==> src/efs_pkg.sv <==
// Constants, register map and field layout of the serial command and frame stream block
package efs_pkg;

  // ----------------------------------------------------------------
  // Command word layout
  // ----------------------------------------------------------------
  localparam int          EFS_CMD_W     = 32;
  localparam int          EFS_DATA_W    = 24;
  localparam int          EFS_RW_BIT    = 31;
  localparam int          EFS_ADDR_MSB  = 30;
  localparam int          EFS_ADDR_LSB  = 24;
  localparam logic [4:0]  EFS_LAST_BIT  = 5'h1F;

  typedef logic [EFS_CMD_W-1:0]  efs_word_t;
  typedef logic [EFS_DATA_W-1:0] efs_data_t;

  // ----------------------------------------------------------------
  // Register indices
  // ----------------------------------------------------------------
  localparam logic [6:0] EFS_IDX_ACQ   = 7'h01;
  localparam logic [6:0] EFS_IDX_PACE  = 7'h04;
  localparam logic [6:0] EFS_IDX_CMREF = 7'h05;
  localparam logic [6:0] EFS_IDX_THR   = 7'h07;
  localparam logic [6:0] EFS_IDX_TEST  = 7'h08;
  localparam logic [6:0] EFS_IDX_FRM   = 7'h0A;
  localparam logic [6:0] EFS_IDX_FILT  = 7'h0B;
  localparam logic [6:0] EFS_IDX_PMEAS = 7'h1A;
  localparam logic [6:0] EFS_IDX_RESP  = 7'h1D;
  localparam logic [6:0] EFS_IDX_LOFF  = 7'h1E;
  localparam logic [6:0] EFS_IDX_ECG0  = 7'h11;
  localparam logic [6:0] EFS_IDX_HDR   = 7'h40;

  // ----------------------------------------------------------------
  // Reset values
  // ----------------------------------------------------------------
  localparam efs_data_t  EFS_RST_CTL   = 24'h000000;
  localparam efs_data_t  EFS_RST_THR   = 24'h242424;
  localparam efs_data_t  EFS_RST_HDR   = 24'h800000;

  // ----------------------------------------------------------------
  // Field positions
  // ----------------------------------------------------------------
  localparam int EFS_ACQ_PWR    = 1;
  localparam int EFS_ACQ_CNV    = 2;
  localparam int EFS_ACQ_GANG   = 4;
  localparam int EFS_ACQ_MASTER = 5;
  localparam int EFS_ACQ_CLKIN  = 6;
  localparam int EFS_ACQ_DIFF   = 10;
  localparam int EFS_PACE_EN    = 0;
  localparam int EFS_PACE_LEAD  = 4;
  localparam int EFS_PACE_WFLT  = 10;
  localparam int EFS_PACE_VFLT  = 11;
  localparam int EFS_FRM_ELEC   = 4;
  localparam int EFS_FRM_ALWAYS = 9;
  localparam int EFS_FRM_DLOFF  = 11;
  localparam int EFS_FRM_DRESP  = 13;
  localparam int EFS_FRM_DPACE  = 14;
  localparam int EFS_FRM_DECG   = 21;
  localparam int EFS_HDR_MARK   = 31;
  localparam int EFS_HDR_RDY    = 30;
  localparam int EFS_HDR_PACE   = 27;

  // ----------------------------------------------------------------
  // Frame slots: header, three ECG, pace, respiration, lead-off
  // ----------------------------------------------------------------
  localparam logic [2:0] EFS_SLOT_HDR  = 3'h0;
  localparam logic [2:0] EFS_SLOT_PACE = 3'h4;
  localparam logic [2:0] EFS_SLOT_RESP = 3'h5;
  localparam logic [2:0] EFS_SLOT_LOFF = 3'h6;

  // ----------------------------------------------------------------
  // Timing
  // ----------------------------------------------------------------
  localparam int EFS_CLK_MHZ   = 50;
  localparam int EFS_FRAME_NS  = 500000;
  localparam int EFS_FRAME_CYC = EFS_FRAME_NS * EFS_CLK_MHZ / 1000;

  typedef enum logic {FS_IDLE, FS_SEND} efs_frm_e;

endpackage : efs_pkg

==> src/efs_buf_if.sv <==
// Valid/ready channel between frame builder, word buffer and serial shifter
interface efs_buf_if;
  import efs_pkg::*;
  logic      valid;
  logic      ready;
  efs_word_t data;
  modport src (output valid, output data, input ready);
  modport snk (input valid, input data, output ready);
endinterface : efs_buf_if

==> src/efs_fifo2.sv <==
// Two-entry word buffer with valid/ready on both sides
module efs_fifo2
  import efs_pkg::*;
(
  input  wire logic core_clk,
  input  wire logic rstn,
  efs_buf_if.snk    wr,
  efs_buf_if.src    rd
);

  efs_word_t  mem_q [2];
  logic       wp_q;
  logic       rp_q;
  logic [1:0] cnt_q;
  wire        push = wr.valid && wr.ready;
  wire        pop  = rd.valid && rd.ready;

  assign wr.ready = (cnt_q != 2'h2);
  assign rd.valid = (cnt_q != 2'h0);
  assign rd.data  = mem_q[rp_q];

  always_ff @(posedge core_clk or negedge rstn) begin
    if (!rstn) begin
      wp_q  <= 1'b0;
      rp_q  <= 1'b0;
      cnt_q <= 2'h0;
    end else begin
      if (push) begin
        wp_q <= ~wp_q;
      end
      if (pop) begin
        rp_q <= ~rp_q;
      end
      cnt_q <= cnt_q + {1'b0, push} - {1'b0, pop};
    end
  end

  always_ff @(posedge core_clk) begin
    if (push) begin
      mem_q[wp_q] <= wr.data;
    end
  end

endmodule : efs_fifo2

==> src/efs_top.sv <==
// Serial command port, control registers and frame streamer of the ECG front end
// Notes on behaviour
// RULE1 - A command is 32 bits: write flag on top, 7-bit register address, 24 data bits.
// RULE2 - A read of the frame header address with zero data starts the frame stream on SDO.
// RULE3 - The host keeps clocking SCLK so frame_header_read leave at the configured packet rate.
// RULE4 - A valid pace pulse sets header pace flags and is reported in the pace measurement word.
// RULE5 - The pace amplitude threshold resets to 0x242424, 1.98 mV over gain for each instance.
// RULE6 - Pace control holds three enables, a lead select each, a width filter and validation.
// RULE7 - Frame control picks which words form a frame, so frame length can differ per device.
// RULE8 - Frame control can make frame_header_read go out whether or not new data is ready.
// RULE9 - A gang slave in conversion mode waits for the master's sync edge before converting.
// RULE10 - A gang master raises the sync pin when it enters conversion mode.
// RULE11 - A gang slave runs from the clock input, a master from the crystal input. The code selects the clock input for a slave only when EFS_ACQ_CLKIN is set.
// RULE12 - Differential input selects analog lead mode instead of electrode format.
// RULE13 - With electrode format output the host computes leads itself.
// RULE14 - In a ganged pair the host starts the stream on both devices separately.
// RULE15 - A nonzero command during streaming stops the stream and conversions, then is processed. The code leaves the stream off after a frame header read.
// RULE16 - Command bits enter MSB first, one per SCLK rising edge, 32 per word while selected.
module efs_top
  import efs_pkg::*;
#(
  parameter int unsigned FRAME_CYCLES = EFS_FRAME_CYC
)(
  input  wire logic        core_clk,
  input  wire logic        rstn,
  input  wire logic        sclk,
  input  wire logic        cs_n,
  input  wire logic        sdi,
  output logic             sdo,
  output logic             sdo_oe,
  input  wire logic        sync_gang_in,
  output logic             sync_gang_out,
  input  wire logic        sample_valid,
  input  wire logic [71:0] ecg_samples,
  input  wire logic [23:0] resp_sample,
  input  wire logic [23:0] leadoff_status,
  input  wire logic [2:0]  pace_detect,
  input  wire logic [23:0] pace_meas,
  output logic             converting,
  output logic             clk_in_select,
  output logic             analog_lead_mode,
  output logic             electrode_format,
  output logic [23:0]      pace_control,
  output logic [23:0]      pace_amplitude_threshold,
  output logic [23:0]      common_mode_reference_control,
  output logic [23:0]      test_signal_control,
  output logic [23:0]      filter_control
);

  // ----------------------------------------------------------------
  // Helpers
  // ----------------------------------------------------------------
  function automatic logic word_en(input logic [2:0] idx, input efs_data_t frm);
    logic en;
    en = 1'b1;
    if (idx >= 3'h1 && idx <= 3'h3) begin
      en = ~frm[EFS_FRM_DECG + int'(idx) - 1];
    end else if (idx == EFS_SLOT_PACE) begin
      en = ~frm[EFS_FRM_DPACE];
    end else if (idx == EFS_SLOT_RESP) begin
      en = ~frm[EFS_FRM_DRESP];
    end else if (idx == EFS_SLOT_LOFF) begin
      en = ~frm[EFS_FRM_DLOFF];
    end
    return en;
  endfunction : word_en

  // ----------------------------------------------------------------
  // Pin synchronisers
  // ----------------------------------------------------------------
  logic [3:0] s1_q;
  logic [3:0] s2_q;
  logic       sclk_d3_q;
  logic       cs_d3_q;
  logic       sg_d3_q;

  always_ff @(posedge core_clk or negedge rstn) begin
    if (!rstn) begin
      s1_q      <= 4'h2;
      s2_q      <= 4'h2;
      sclk_d3_q <= 1'b0;
      cs_d3_q   <= 1'b1;
      sg_d3_q   <= 1'b0;
    end else begin
      s1_q      <= {sync_gang_in, sdi, cs_n, sclk};
      s2_q      <= s1_q;
      sclk_d3_q <= s2_q[0];
      cs_d3_q   <= s2_q[1];
      sg_d3_q   <= s2_q[3];
    end
  end

  wire sclk_s  = s2_q[0];
  wire cs_s    = s2_q[1];
  wire sdi_s   = s2_q[2];
  wire sel     = ~cs_s;
  wire sck_ris = sel && sclk_s && !sclk_d3_q;
  wire sck_fal = sel && !sclk_s && sclk_d3_q;
  wire cs_fall = !cs_s && cs_d3_q;
  wire sg_rise = s2_q[3] && !sg_d3_q;

  // ----------------------------------------------------------------
  // Command shifter and decode
  // ----------------------------------------------------------------
  efs_word_t  rx_q;
  logic [4:0] bit_q;
  efs_word_t  out_q;
  efs_word_t  resp_q;
  logic       stream_q;

  wire efs_word_t rx_next  = {rx_q[30:0], sdi_s};  // RULE16
  wire            done     = sck_ris && (bit_q == EFS_LAST_BIT);  // RULE16
  wire            cmd_wr   = rx_next[EFS_RW_BIT];  // RULE1
  wire [6:0]      cmd_addr = rx_next[EFS_ADDR_MSB:EFS_ADDR_LSB];  // RULE1
  wire efs_data_t cmd_data = rx_next[EFS_DATA_W-1:0];  // RULE1
  wire            do_wr    = done && cmd_wr;
  wire            start_rd = done && !cmd_wr && cmd_addr == EFS_IDX_HDR
                             && cmd_data == EFS_RST_CTL;  // RULE2
  wire            brk_cmd  = done && stream_q && rx_next != '0;  // RULE15

  // ----------------------------------------------------------------
  // Control registers
  // ----------------------------------------------------------------
  efs_data_t acq_q;
  efs_data_t pace_q;
  efs_data_t cmref_q;
  efs_data_t thr_q;
  efs_data_t test_q;
  efs_data_t frm_q;
  efs_data_t filt_q;
  efs_data_t pmeas_q;
  logic [2:0] pflag_q;
  logic       newd_q;

  always_ff @(posedge core_clk or negedge rstn) begin
    if (!rstn) begin
      acq_q   <= EFS_RST_CTL;
      pace_q  <= EFS_RST_CTL;
      cmref_q <= EFS_RST_CTL;
      thr_q   <= EFS_RST_THR;  // RULE5
      test_q  <= EFS_RST_CTL;
      frm_q   <= EFS_RST_CTL;
      filt_q  <= EFS_RST_CTL;
    end else begin
      if (brk_cmd) begin
        acq_q[EFS_ACQ_CNV] <= 1'b0;  // RULE15
      end
      if (do_wr) begin
        if (cmd_addr == EFS_IDX_ACQ) begin
          acq_q <= cmd_data;
        end else if (cmd_addr == EFS_IDX_PACE) begin
          pace_q <= cmd_data;  // RULE6
        end else if (cmd_addr == EFS_IDX_CMREF) begin
          cmref_q <= cmd_data;
        end else if (cmd_addr == EFS_IDX_THR) begin
          thr_q <= cmd_data;
        end else if (cmd_addr == EFS_IDX_TEST) begin
          test_q <= cmd_data;
        end else if (cmd_addr == EFS_IDX_FRM) begin
          frm_q <= cmd_data;  // RULE7
        end else if (cmd_addr == EFS_IDX_FILT) begin
          filt_q <= cmd_data;
        end
      end
    end
  end

  // ----------------------------------------------------------------
  // Gang, clock source and conversion control
  // ----------------------------------------------------------------
  logic synced_q;
  wire  gang_slave = acq_q[EFS_ACQ_GANG] && !acq_q[EFS_ACQ_MASTER];
  wire  cnv_req    = acq_q[EFS_ACQ_PWR] && acq_q[EFS_ACQ_CNV];

  always_ff @(posedge core_clk or negedge rstn) begin
    if (!rstn) begin
      synced_q      <= 1'b0;
      sync_gang_out <= 1'b0;
    end else begin
      synced_q      <= cnv_req && (synced_q || (gang_slave && sg_rise));  // RULE9
      sync_gang_out <= cnv_req && acq_q[EFS_ACQ_GANG] && acq_q[EFS_ACQ_MASTER];  // RULE10
    end
  end

  assign converting       = cnv_req && (!gang_slave || synced_q);  // RULE9
  assign clk_in_select    = gang_slave && acq_q[EFS_ACQ_CLKIN];  // RULE11
  assign analog_lead_mode = acq_q[EFS_ACQ_DIFF];  // RULE12
  assign electrode_format = !acq_q[EFS_ACQ_DIFF] && frm_q[EFS_FRM_ELEC];  // RULE12
  assign pace_control                  = pace_q;
  assign pace_amplitude_threshold      = thr_q;
  assign common_mode_reference_control = cmref_q;
  assign test_signal_control           = test_q;
  assign filter_control                = filt_q;

  // ----------------------------------------------------------------
  // Samples, pace capture and frame timer
  // ----------------------------------------------------------------
  efs_data_t  samp_q [5];
  logic [31:0] tmr_q;
  efs_frm_e   fs_q;
  logic [2:0] idx_q;
  efs_buf_if  bin ();
  efs_buf_if  bout ();

  wire [2:0] pace_hit = pace_detect & pace_q[EFS_PACE_EN +: 3];  // RULE6
  wire       hdr_push = bin.valid && bin.ready && idx_q == EFS_SLOT_HDR;
  wire       tick     = (tmr_q == FRAME_CYCLES - 1);
  wire       go       = fs_q == FS_IDLE && stream_q && converting
                        && ((sample_valid && !frm_q[EFS_FRM_ALWAYS])
                        || (tick && frm_q[EFS_FRM_ALWAYS]));  // RULE8

  always_ff @(posedge core_clk or negedge rstn) begin
    if (!rstn) begin
      pmeas_q <= EFS_RST_CTL;
      pflag_q <= 3'h0;
      newd_q  <= 1'b0;
      tmr_q   <= 32'h0;
    end else begin
      if (pace_hit != 3'h0) begin
        pmeas_q <= pace_meas;  // RULE4
      end
      pflag_q <= (hdr_push ? 3'h0 : pflag_q) | pace_hit;  // RULE4
      newd_q  <= (hdr_push ? 1'b0 : newd_q) | (sample_valid && converting);
      tmr_q   <= (!converting || tick) ? 32'h0 : tmr_q + 32'h1;
    end
  end

  always_ff @(posedge core_clk) begin
    if (sample_valid) begin
      samp_q[0] <= ecg_samples[23:0];
      samp_q[1] <= ecg_samples[47:24];
      samp_q[2] <= ecg_samples[71:48];
      samp_q[3] <= resp_sample;
      samp_q[4] <= leadoff_status;
    end
  end

  // ----------------------------------------------------------------
  // Frame builder
  // ----------------------------------------------------------------
  wire efs_word_t hdr_word = {1'b1, newd_q, pflag_q, 27'h0};  // RULE4
  wire efs_word_t dat_word =
      (idx_q == EFS_SLOT_PACE) ? {1'b0, EFS_IDX_PMEAS, pmeas_q} :
      (idx_q == EFS_SLOT_RESP) ? {1'b0, EFS_IDX_RESP, samp_q[3]} :
      (idx_q == EFS_SLOT_LOFF) ? {1'b0, EFS_IDX_LOFF, samp_q[4]} :
      {1'b0, EFS_IDX_ECG0 + 7'(idx_q - 3'h1), samp_q[idx_q[1:0] - 2'h1]};
  wire slot_en = word_en(idx_q, frm_q);  // RULE7
  wire advance = !slot_en || bin.ready;

  assign bin.valid = fs_q == FS_SEND && slot_en;
  assign bin.data  = (idx_q == EFS_SLOT_HDR) ? hdr_word : dat_word;

  always_ff @(posedge core_clk or negedge rstn) begin
    if (!rstn) begin
      fs_q  <= FS_IDLE;
      idx_q <= EFS_SLOT_HDR;
    end else begin
      case (fs_q)
        FS_IDLE: begin
          idx_q <= EFS_SLOT_HDR;
          if (go) begin
            fs_q <= FS_SEND;
          end
        end
        FS_SEND: begin
          if (advance) begin
            idx_q <= idx_q + 3'h1;
            if (idx_q == EFS_SLOT_LOFF) begin
              fs_q <= FS_IDLE;
            end
          end
        end
        default: fs_q <= FS_IDLE;
      endcase
    end
  end

  efs_fifo2 u_buf (
    .core_clk (core_clk),
    .rstn     (rstn),
    .wr       (bin),
    .rd       (bout)
  );

  // ----------------------------------------------------------------
  // Read data and output shifter
  // ----------------------------------------------------------------
  wire efs_data_t rd_data =
      (cmd_addr == EFS_IDX_ACQ)   ? acq_q   :
      (cmd_addr == EFS_IDX_PACE)  ? pace_q  :
      (cmd_addr == EFS_IDX_CMREF) ? cmref_q :
      (cmd_addr == EFS_IDX_THR)   ? thr_q   :
      (cmd_addr == EFS_IDX_TEST)  ? test_q  :
      (cmd_addr == EFS_IDX_FRM)   ? frm_q   :
      (cmd_addr == EFS_IDX_FILT)  ? filt_q  :
      (cmd_addr == EFS_IDX_PMEAS) ? pmeas_q :
      (cmd_addr == EFS_IDX_HDR)   ? EFS_RST_HDR : EFS_RST_CTL;
  wire efs_word_t resp_d = cmd_wr ? '0 : {1'b0, cmd_addr, rd_data};
  wire            load   = done || cs_fall;
  wire            take   = stream_q && bout.valid;
  wire efs_word_t load_w = take ? bout.data : (done ? resp_d : resp_q);

  assign bout.ready = load && stream_q;
  assign sdo        = out_q[31];  // RULE16
  assign sdo_oe     = sel;

  always_ff @(posedge core_clk or negedge rstn) begin
    if (!rstn) begin
      rx_q     <= '0;
      bit_q    <= 5'h0;
      out_q    <= '0;
      resp_q   <= '0;
      stream_q <= 1'b0;
    end else begin
      if (!sel) begin
        bit_q <= 5'h0;
      end else if (sck_ris) begin
        rx_q  <= rx_next;
        bit_q <= bit_q + 5'h1;  // RULE16
      end
      if (load) begin
        out_q <= load_w;
      end else if (sck_fal && bit_q != 5'h0) begin
        out_q <= {out_q[30:0], 1'b0};  // RULE16
      end
      if (done) begin
        resp_q <= resp_d;
      end
      if (brk_cmd) begin
        stream_q <= 1'b0;  // RULE15
      end else if (start_rd) begin
        stream_q <= 1'b1;  // RULE2
      end
    end
  end

  logic thr_wr_q;
  always_ff @(posedge core_clk or negedge rstn) begin
    if (!rstn) begin
      thr_wr_q <= 1'b0;
    end else if (do_wr && cmd_addr == EFS_IDX_THR) begin
      thr_wr_q <= 1'b1;
    end
  end
endmodule : efs_top

==> config.mk <==
export PLATFORM = sky130hd
export DESIGN_NAME = efs_top
export DESIGN_NICKNAME = d
export VERILOG_FILES = /design/src/efs_pkg.sv /design/src/efs_buf_if.sv /design/src/efs_fifo2.sv /design/src/efs_top.sv
export SDC_FILE = /design/constraint.sdc
export NUM_CORES = 1
export LEC_CHECK = 0
export BUFFER_PORTS_ARGS = -buffer_cell sky130_fd_sc_hd__buf_2
export CAP_MARGIN = 10
export CORE_AREA = 4 4 217 261
export CTS_CLUSTER_DIAMETER = 100
export DETAILED_ROUTE_END_ITERATION = 7
export DIE_AREA = 0 0 221 265
export HOLD_SLACK_MARGIN = 0.08
export PLACE_DENSITY = 0.68
export SKIP_CTS_REPAIR_TIMING = 1
export SLEW_MARGIN = 15
export SYNTH_ARGS = -nofsm -noshare
export SYNTH_HDL_FRONTEND = slang
export SYNTH_SLANG_ARGS = --single-unit
==> constraint.sdc <==
create_clock -name core_clk -period 6.7 [get_ports core_clk]
set_input_delay 1.005 -clock core_clk [delete_from_list [all_inputs] [get_ports core_clk]]
set_output_delay 1.005 -clock core_clk [all_outputs]
set_load 0.005 [all_outputs]
==> reports/metrics.csv, run 1 <==
metric;value;unit
Max FO, Critical Path;54;
Setup TNS;0;ns
die width;221;um
Reg area;14300;sq um
met2 GRT Util;0.3793;
routed via count;17054;
Rel. slew slack;0.3018;
number of antenna violations at the first check in global routing;2;
total of max-cap violations;0;
setup slack, reg-to-reg;2.92;ns
Avg Synthesized Cell Area;12.57;sq um
synthesized instance count;1923;
Reg power frac;0.465;
clock power share;0.356;
htree depth;2;
P_int;6277;uW
CTS tree;done;
Worst Path Class, Setup;flop to flop;
switching share of power;0.2850;
First-pass DRT Iterations;8;
Clock Root Buffer;clkbuf_16;
delay of the slowest critical-path stage;0.88;ns
Main synth FF type;dfrtp_1;
Total Wirelength;71910;um
Slew Viols, Final;0;
final-layout fill cell count;4695;
crit path DAT;4.08;ns
fin nets;2295;
Comb pwr share;0.179;
Mapped Area;24180;sq um
crit-path cells;inv_2, ha_1, ha_2, nand2_1, a31oi_1, nor2_4, and2_1, buf_4;
post-route cell area;27830;sq um
Worst-Margin Slew;1.047;ns
fmax;0.2643;GHz
Tmin final;3.784;ns
TritonCTS Buffers;53;
CP endpoint kind;flop;
synthesized flop and latch total;534;
num rows;93;
period utilization;0.5648;
starting density of the core;0.4498;
area of the multi-input gates;9117;sq um
clk slew on worst S/H paths;0.06;ns
Crit path required time;7.00;ns
Min-Delay Path Class;flop to flop;
I/O pins;281;
share of cells above drive strength 1;0.3244;
Post-synth EDFFs;184;
grt total ovfl;0;
worst vdd ir;0.2812;mV
skew final;0.06212;ns
leak pwr;0.01220;uW
vias per cell;5.917;
vias in the first global route;16988;
Routed wire per std cell;24.95;um
register area share after synthesis;0.5912;
synthesized net count;2091;
gr usage total;0.2381;
number of port buffers;280;
GRT met1 Usage;0.3179;
# DRC;0;
Cell variety after synth;86;
GR peak layer;met2;
Power Density;315.4;nW/um^2
clock latency on the worst-skew pair;0.64;ns
die area;58570;sq um
final hold violation count;0;
Worst Setup Start Kind;flop;
met3 Use GR;0.04929;
crit path max-delay cell type;ha_2;
Detail Route Antenna Nets;0;
clock sink total;534;
CP bufs+invs;2;
ys async rst share;0.6554;
RSZ-0062 raised after global routing;false;
largest net degree at the start of global routing;138;
synth warn;0;
Die H;265;um
final RePlAce weighted congestion;0.9286;
cell family with the largest share of critical-path delay;adder cells;
core area;53760;sq um
area grow syn2layout;15.09;%
status;finished, final reports clean;
Net Sw Power;2502;uW
final setup fails;0;
dpl hpwl;50460;um
ant diodes;0;
first-pass GRT wire length;108000;um
Starting DRT DRC Count;1647;
clock buffer depth;3;
DP Area;25970;sq um
==> flip-flops by register name, summed over array words and instances (netlist names), 2 cells and up <==
signal                         cells
idx_q                              3
test_signal_control               24
pmeas_q                           24
tmr_q                             32
resp_q                            32
filter_control                    24
pace_amplitude_threshold          24
common_mode_reference_control     24
s1_q                               4
u_buf.cnt_q                        2
samp_q                           120
rx_q                              31
acq_q                             24
pflag_q                            3
out_q                             32
pace_control                      24
u_buf.mem_q                       64
s2_q                               4
frm_q                             24
bit_q                              5
==> through the flow <==
stage | instances | setup WS [ns] | util | hold WS, ns | power (uW)
6_report | 2882 | 2.916 | 0.5177 | 0.3432 | 8779
5_1_grt | 2882 | 2.583 | 0.5177 | 0.3584 | 9167
4_1_cts | 2882 | 2.878 | 0.5175 | 0.3505 | 8841
3_5_place_dp | 2784 | 2.955 | 0.4831 | 0.3355 | 5717
3_3_place_gp | 2784 | 3.074 | 0.4831 | 0.3377 | 5652
2_1_floorplan | 1923 | 1.974 | - | 0.3312 | 5182
==> final timing paths <==
path                       cells after the start                            to            startpoint
max                                            8  u_buf.mem_q[1][16]$_DFFE_PP_  idx_q[0]$_DFFE_PN0P_
min                                            0             s2_q[3]$_DFF_PN0_     s1_q[3]$_DFF_PN0_
max reg2reg                                    8  u_buf.mem_q[1][16]$_DFFE_PP_  idx_q[0]$_DFFE_PN0P_
max in group asynchronous                      2          resp_q[11]$_DFF_PN0_                  rstn
min in group asynchronous                      1             sg_d3_q$_DFF_PN0_                  rstn
min reg2reg                                    0             s2_q[3]$_DFF_PN0_     s1_q[3]$_DFF_PN0_
==> cell usage after synthesis (all sizes together) (5+ instances only) <==
master	number	share of area
dfrtp	341	0.35
mux2	257	0.12
edfxtp	184	0.23
nand2	140	0.022
nor2	128	0.020
buf	85	0.020
o21ai	78	0.016
a21oi	75	0.016
mux2i	73	0.030
clkbuf	70	0.011
nand3	42	0.0091
a311oi	30	0.011
nor3	28	0.0087
o221ai	28	0.010
xor2	25	0.0091
nor4	21	0.0057
o22ai	21	0.0054
nand2b	19	0.0049
inv	17	0.0026
and3	16	0.0041
nand4	16	0.0041
xnor2	15	0.0054
ha	14	0.0072
a22oi	13	0.0042
o211ai	13	0.0040
and2	12	0.0031
a22o	10	0.0036
and3b	10	0.0036
nor2b	10	0.0026
dfstp	9	0.0098
o31ai	9	0.0030
and4	7	0.0025
a221oi	6	0.0022
a31oi	6	0.0016
a41oi	6	0.0022
o2111ai	6	0.0022
or2	6	0.0016
or3	6	0.0016
or3b	6	0.0022
a31o	5	0.0018
==> cells by family (layout without fill, tap and decap cells) <==
kind of cell / Yosys count / after routing / synth area share
xor gates and xnor gates: 40 / 40 / 0.01449
AOI/OAI and AO/OA: 341 / 341 / 0.09588
muxes: 331 / 331 / 0.1508
adders and majority gates: 14 / 14 / 0.007244
DFF: 534 / 534 / 0.5912
and+or+nand+nor: 491 / 491 / 0.1069
buffers and inverters: 172 / 419 / 0.03353
==> power groups by stage <==
stage	registers (uW)	clock network [uW]	logic [uW]
5_1_grt	4110	3310	1740
6_report	4080	3130	1570
3_3_place_gp	4130	0	1530
3_5_place_dp	4140	0	1570
2_1_floorplan	4040	0	1140
4_1_cts	4080	3180	1580
==> cells in the final DEF (no fill, tap or decap), drive strengths merged, types with 9 or more instances in the layout <==
master / instances
inv: 19
a22o: 10
edfxtp: 184
o211ai: 13
nand2b: 19
nand2: 140
a22oi: 13
o22ai: 21
nand4: 16
nor2: 128
o31ai: 9
clkbuf: 64
nor4: 21
a311oi: 30
nor2b: 10
xnor2: 15
o221ai: 28
a21oi: 75
mux2i: 73
and3b: 10
ha: 14
nand3: 42
xor2: 25
mux2: 257
dfstp: 9
buf: 304
dfrtp: 341
and3: 16
o21ai: 78
and2: 12
clkinv: 22
nor3: 28
==> layer usage <==
layer  wire [um]  share of wire  vias to the layer above
li1            -              -                     7548
met1       29030           0.40                     8594
met2       33850           0.47                      742
met5          21        0.00029                        -
met3        5576          0.078                      166
met4        3434          0.048                        4
==> layout make-up <==
cell class,instances,area share
Sequential cell,534,0.5137
Multi-Input combinational cell,1217,0.3276
Timing Repair Buffer,304,0.05786
Clock buffer,64,0.05238
Tap cell,712,0.03201
Clock inverter,34,0.01416
Inverter,17,0.002293
No activity file was read; power rests on OpenSTA's default activity.
==> run 2: changes to the inputs <==
--- a/config.mk
+++ b/config.mk
@@ -5,14 +5,15 @@
 export SDC_FILE = /design/constraint.sdc
 export NUM_CORES = 1
 export LEC_CHECK = 0
+export ABC_AREA = 1
 export BUFFER_PORTS_ARGS = -buffer_cell sky130_fd_sc_hd__buf_2
 export CAP_MARGIN = 10
-export CORE_AREA = 4 4 217 261
+export CORE_AREA = 4 4 215 259
 export CTS_CLUSTER_DIAMETER = 100
 export DETAILED_ROUTE_END_ITERATION = 7
-export DIE_AREA = 0 0 221 265
+export DIE_AREA = 0 0 219 263
 export HOLD_SLACK_MARGIN = 0.08
-export PLACE_DENSITY = 0.68
+export PLACE_DENSITY = 0.7
 export SKIP_CTS_REPAIR_TIMING = 1
 export SLEW_MARGIN = 15
 export SYNTH_ARGS = -nofsm -noshare
==> constraint.sdc (replaced) <==
create_clock -name core_clk -period 3.03 [get_ports core_clk]
set_input_delay 0.4545 -clock core_clk [delete_from_list [all_inputs] [get_ports core_clk]]
set_output_delay 0.4545 -clock core_clk [all_outputs]
set_load 0.005 [all_outputs]
==> run 2 against run 1 <==
Sequential share of layout area shrank 2.3 points. Highest routed layer is now met4. Largest power group unchanged. Via count grew 17%. Synthesized area shrank 2.3%. Final cell count grew 27%. Clock skew shrank 0.0016 ns. Register-to-register slack lost 2.6 ns. Global-route usage grew 1.1 points. Clock-buffer cell count grew 7.
==> reports/metrics.csv, run 2 <==
metric;value;unit;change
top-count cell post-synth;nand2_1;;
largest family of logic cells by synthesized area;simple AND/OR/NAND/NOR gates;;
# DRC;0;;unchanged
CP endpoint kind;flop;;
Worst Setup Start Kind;flop;;
total of max-cap violations;0;;unchanged
P_int;12180;uW;+94%
clk slew on worst S/H paths;0.06;ns;about the same
DP Area;25860;sq um;-0.42%
Synth Area in Compound Gates;0.1163;;+0.02038
final RePlAce weighted congestion;0.9827;;+5.8%
first-pass GRT wire length;111300;um;+3.0%
First-pass DRT Iterations;5;;-3
Mapped Area;23630;sq um;-2.3%
Setup TNS;0;ns;unchanged
gr usage total;0.2491;;+0.01101
dpl hpwl;53780;um;+6.6%
Detail Route Antenna Nets;0;;unchanged
synthesized net count;2679;;+28%
Rel. slew slack;0.4065;;+0.1046
fmax;0.3641;GHz;+38%
fin nets;3073;;+34%
RSZ-0062 raised after global routing;false;;
status;finished, final reports clean;;
synth cell count leaders;nand2_1, dfrtp_1, o21ai_0;;
num rows;93;;unchanged
Post-synth EDFFs;184;;unchanged
Starting DRT DRC Count;2341;;+42%
Cell variety after synth;51;;-41%
clock sink total;534;;unchanged
commonest non-fill, non-tap cells in the layout;nand2_1, dfrtp_1, buf_2;;
synthesized instance count;2511;;+31%
non-filler cells, final;3665;;+27%
starting density of the core;0.4434;;-0.006355
final hold violation count;0;;unchanged
vias in the first global route;18900;;+11%
CTS tree;done;;
number of antenna violations at the first check in global routing;3;;+1
synth warn;0;;unchanged
top cell type by total area after synthesis;dfrtp_1;;
max reg flops;120;;unchanged
area grow syn2layout;23.26;%;
Worst-Margin Slew;0.8903;ns;-0.1570 ns
TritonCTS Buffers;53;;unchanged
Power Density;538.5;nW/um^2;+71%
Main synth FF type;dfrtp_1;;
leak pwr;0.01326;uW;+8.7%
ys async rst share;0.6554;;unchanged
area share of fa/ha/maj cells after synthesis;0.007412;;+0.0001680
Min-Delay Path Class;input pin to flop;;
Routed wire per std cell;20.86;um;-16%
post-route cell area;29130;sq um;+4.7%
Reg power frac;0.497;;+0.032
Die H;263;um;-0.75%
I/O pins;281;;unchanged
number of port buffers;280;;unchanged
crit path DAT;3.01;ns;-1.07 ns
die width;219;um;-0.90%
Net Sw Power;3510;uW;+40%
switching share of power;0.2237;;-0.06130
Crit path required time;3.30;ns;-3.70 ns
clock power share;0.453;;+0.097
core area;53290;sq um;-0.87%
Avg Synthesized Cell Area;9.412;sq um;-25%
largest cells by area after synthesis;dfrtp_1, edfxtp_1, nand2_1, o21ai_0, nor2_1;;
most common cell after layout, fill and taps aside;nand2_1;;
largest net degree at the start of global routing;99;;-28%
worst vdd ir;0.5470;mV;+95%
Post-Synth Simple-Gate Area;0.1978;;+0.09095
period utilization;0.9065;;+0.3417
Max FO, Critical Path;33;;-39%
share of cells above drive strength 1;0.1736;;-0.1508
final setup fails;0;;unchanged
Worst Path Class, Setup;flop to flop;;
post-synthesis xor/xnor area fraction;0.007412;;-0.007076
register area share after synthesis;0.6049;;+0.01371
routed via count;20015;;+17%
Comb pwr share;0.049;;-0.130
Total Wirelength;76440;um;+6.3%
Tmin final;2.747;ns;-1.038 ns
Slew Viols, Final;0;;unchanged
htree depth;2;;unchanged
vias per cell;5.461;;-7.7%
mux cell area share after synthesis;0.01186;;-0.1390
Largest Register;samp_q;;
Clock Root Buffer;clkbuf_16;;
Top Registers;samp_q (120), u_buf.mem_q (64);;
# placed instances;3426;;+23%
grt total ovfl;0;;unchanged
clock buffer depth;3;;unchanged
Synth top area share;0.3611;;+0.008183
clock latency on the worst-skew pair;0.63;ns;about the same
die area;57600;sq um;-1.7%
synthesized flop and latch total;534;;unchanged
skew final;0.06047;ns;-0.001643 ns
run 2: cell count changes after synthesis, moves of 30 or more:
| cell | previous run | this run |
|---|---|---|
| nand3_1 | 40 | 143 |
| o21ai_0 | 62 | 258 |
| nor2_1 | 124 | 251 |
| mux2i_1 | 73 | 1 |
| a311oi_1 | 30 | 0 |
| mux2_2 | 250 | 24 |
| nand2_1 | 140 | 597 |
| o21ai_1 | 14 | 104 |
| inv_1 | 16 | 159 |
run 2: layer usage:
metal  up-vias  GRT usage  share of wire
met3       166    0.04676          0.077
met5         -          0              0
met1      9678     0.3326           0.39
met2       905     0.4043           0.49
li1       9266          -              -
met4         0    0.09704          0.044
run 2: power by group through the flow:
stage	logic, uW	clock network, uW	registers, uW
after detailed placement	617	0	7930
after floorplan	222	0	7900
after global routing	843	7480	7810
after global placement	601	0	7930
after CTS	621	7200	7800
final	772	7110	7800
run 2: worst paths after layout:
kind | startpoint | endpoint | slack [ns] | cells past startpoint
max in group asynchronous | rstn | pace_amplitude_threshold[18]$_DFFE_PN1P_ | 1.67 | 3
min reg2reg | s1_q[2]$_DFF_PN0_ | s2_q[2]$_DFF_PN0_ | 0.35 | 0
max | idx_q[0]$_DFFE_PN0P_ | u_buf.mem_q[1][11]$_DFFE_PP_ | 0.28 | 11
max reg2reg | idx_q[0]$_DFFE_PN0P_ | u_buf.mem_q[1][11]$_DFFE_PP_ | 0.28 | 11
min | pace_meas[17] | pmeas_q[17]$_DFFE_PN0P_ | 0.10 | 2
min in group asynchronous | rstn | filter_control[1]$_DFFE_PN0P_ | 0.49 | 2
run 2: worst max-delay path, cell delays in order (launching register included):
cell and delay, ns:
dfrtp_2 0.45, inv_2 0.13, ha_1 0.28, ha_1 0.20, a21boi_0 0.17, o21bai_1 0.15, o21bai_1 0.16, nand2_1 0.09
nor3_2 0.19, inv_1 0.19, nor2_4 0.16, buf_12 0.21
run 2: logic make-up after synthesis:
kind of cell	Yosys count
multiplexers	25
buffers and inverters	303
AO/OA/AOI/OAI	504
adder cells (fa/ha/maj)	14
flip-flops	534
XOR/XNOR	20
AND/OR/NAND/NOR	1111
run 2: stage by stage:
| step | hold WS (ns) | power [uW] | utilization | setup WS (ns) |
|---|---|---|---|---|
| after floorplan | 0.1589 | 8123 | - | 0.03665 |
| after global placement | 0.3348 | 8528 | 0.4852 | 0.4975 |
| after detailed placement | 0.3347 | 8551 | 0.4852 | 0.3543 |
| after CTS | -0.08980 | 15620 | 0.5208 | 0.04205 |
| after global routing | 0.08766 | 16140 | 0.5465 | 0.09744 |
| final | 0.1038 | 15690 | 0.5466 | 0.2834 |
run 2: area by class of cell:
type | count | area, sq um
Clock buffer | 71 | 1495
Fill cell | 4655 | 24160
Clock inverter | 28 | 402.9
Antenna cell | 4 | 10.01
Sequential cell | 534 | 14300
Inverter | 173 | 649.4
Timing Repair Buffer | 469 | 3311
Tap cell | 712 | 890.9
Multi-Input combinational cell | 1674 | 8074
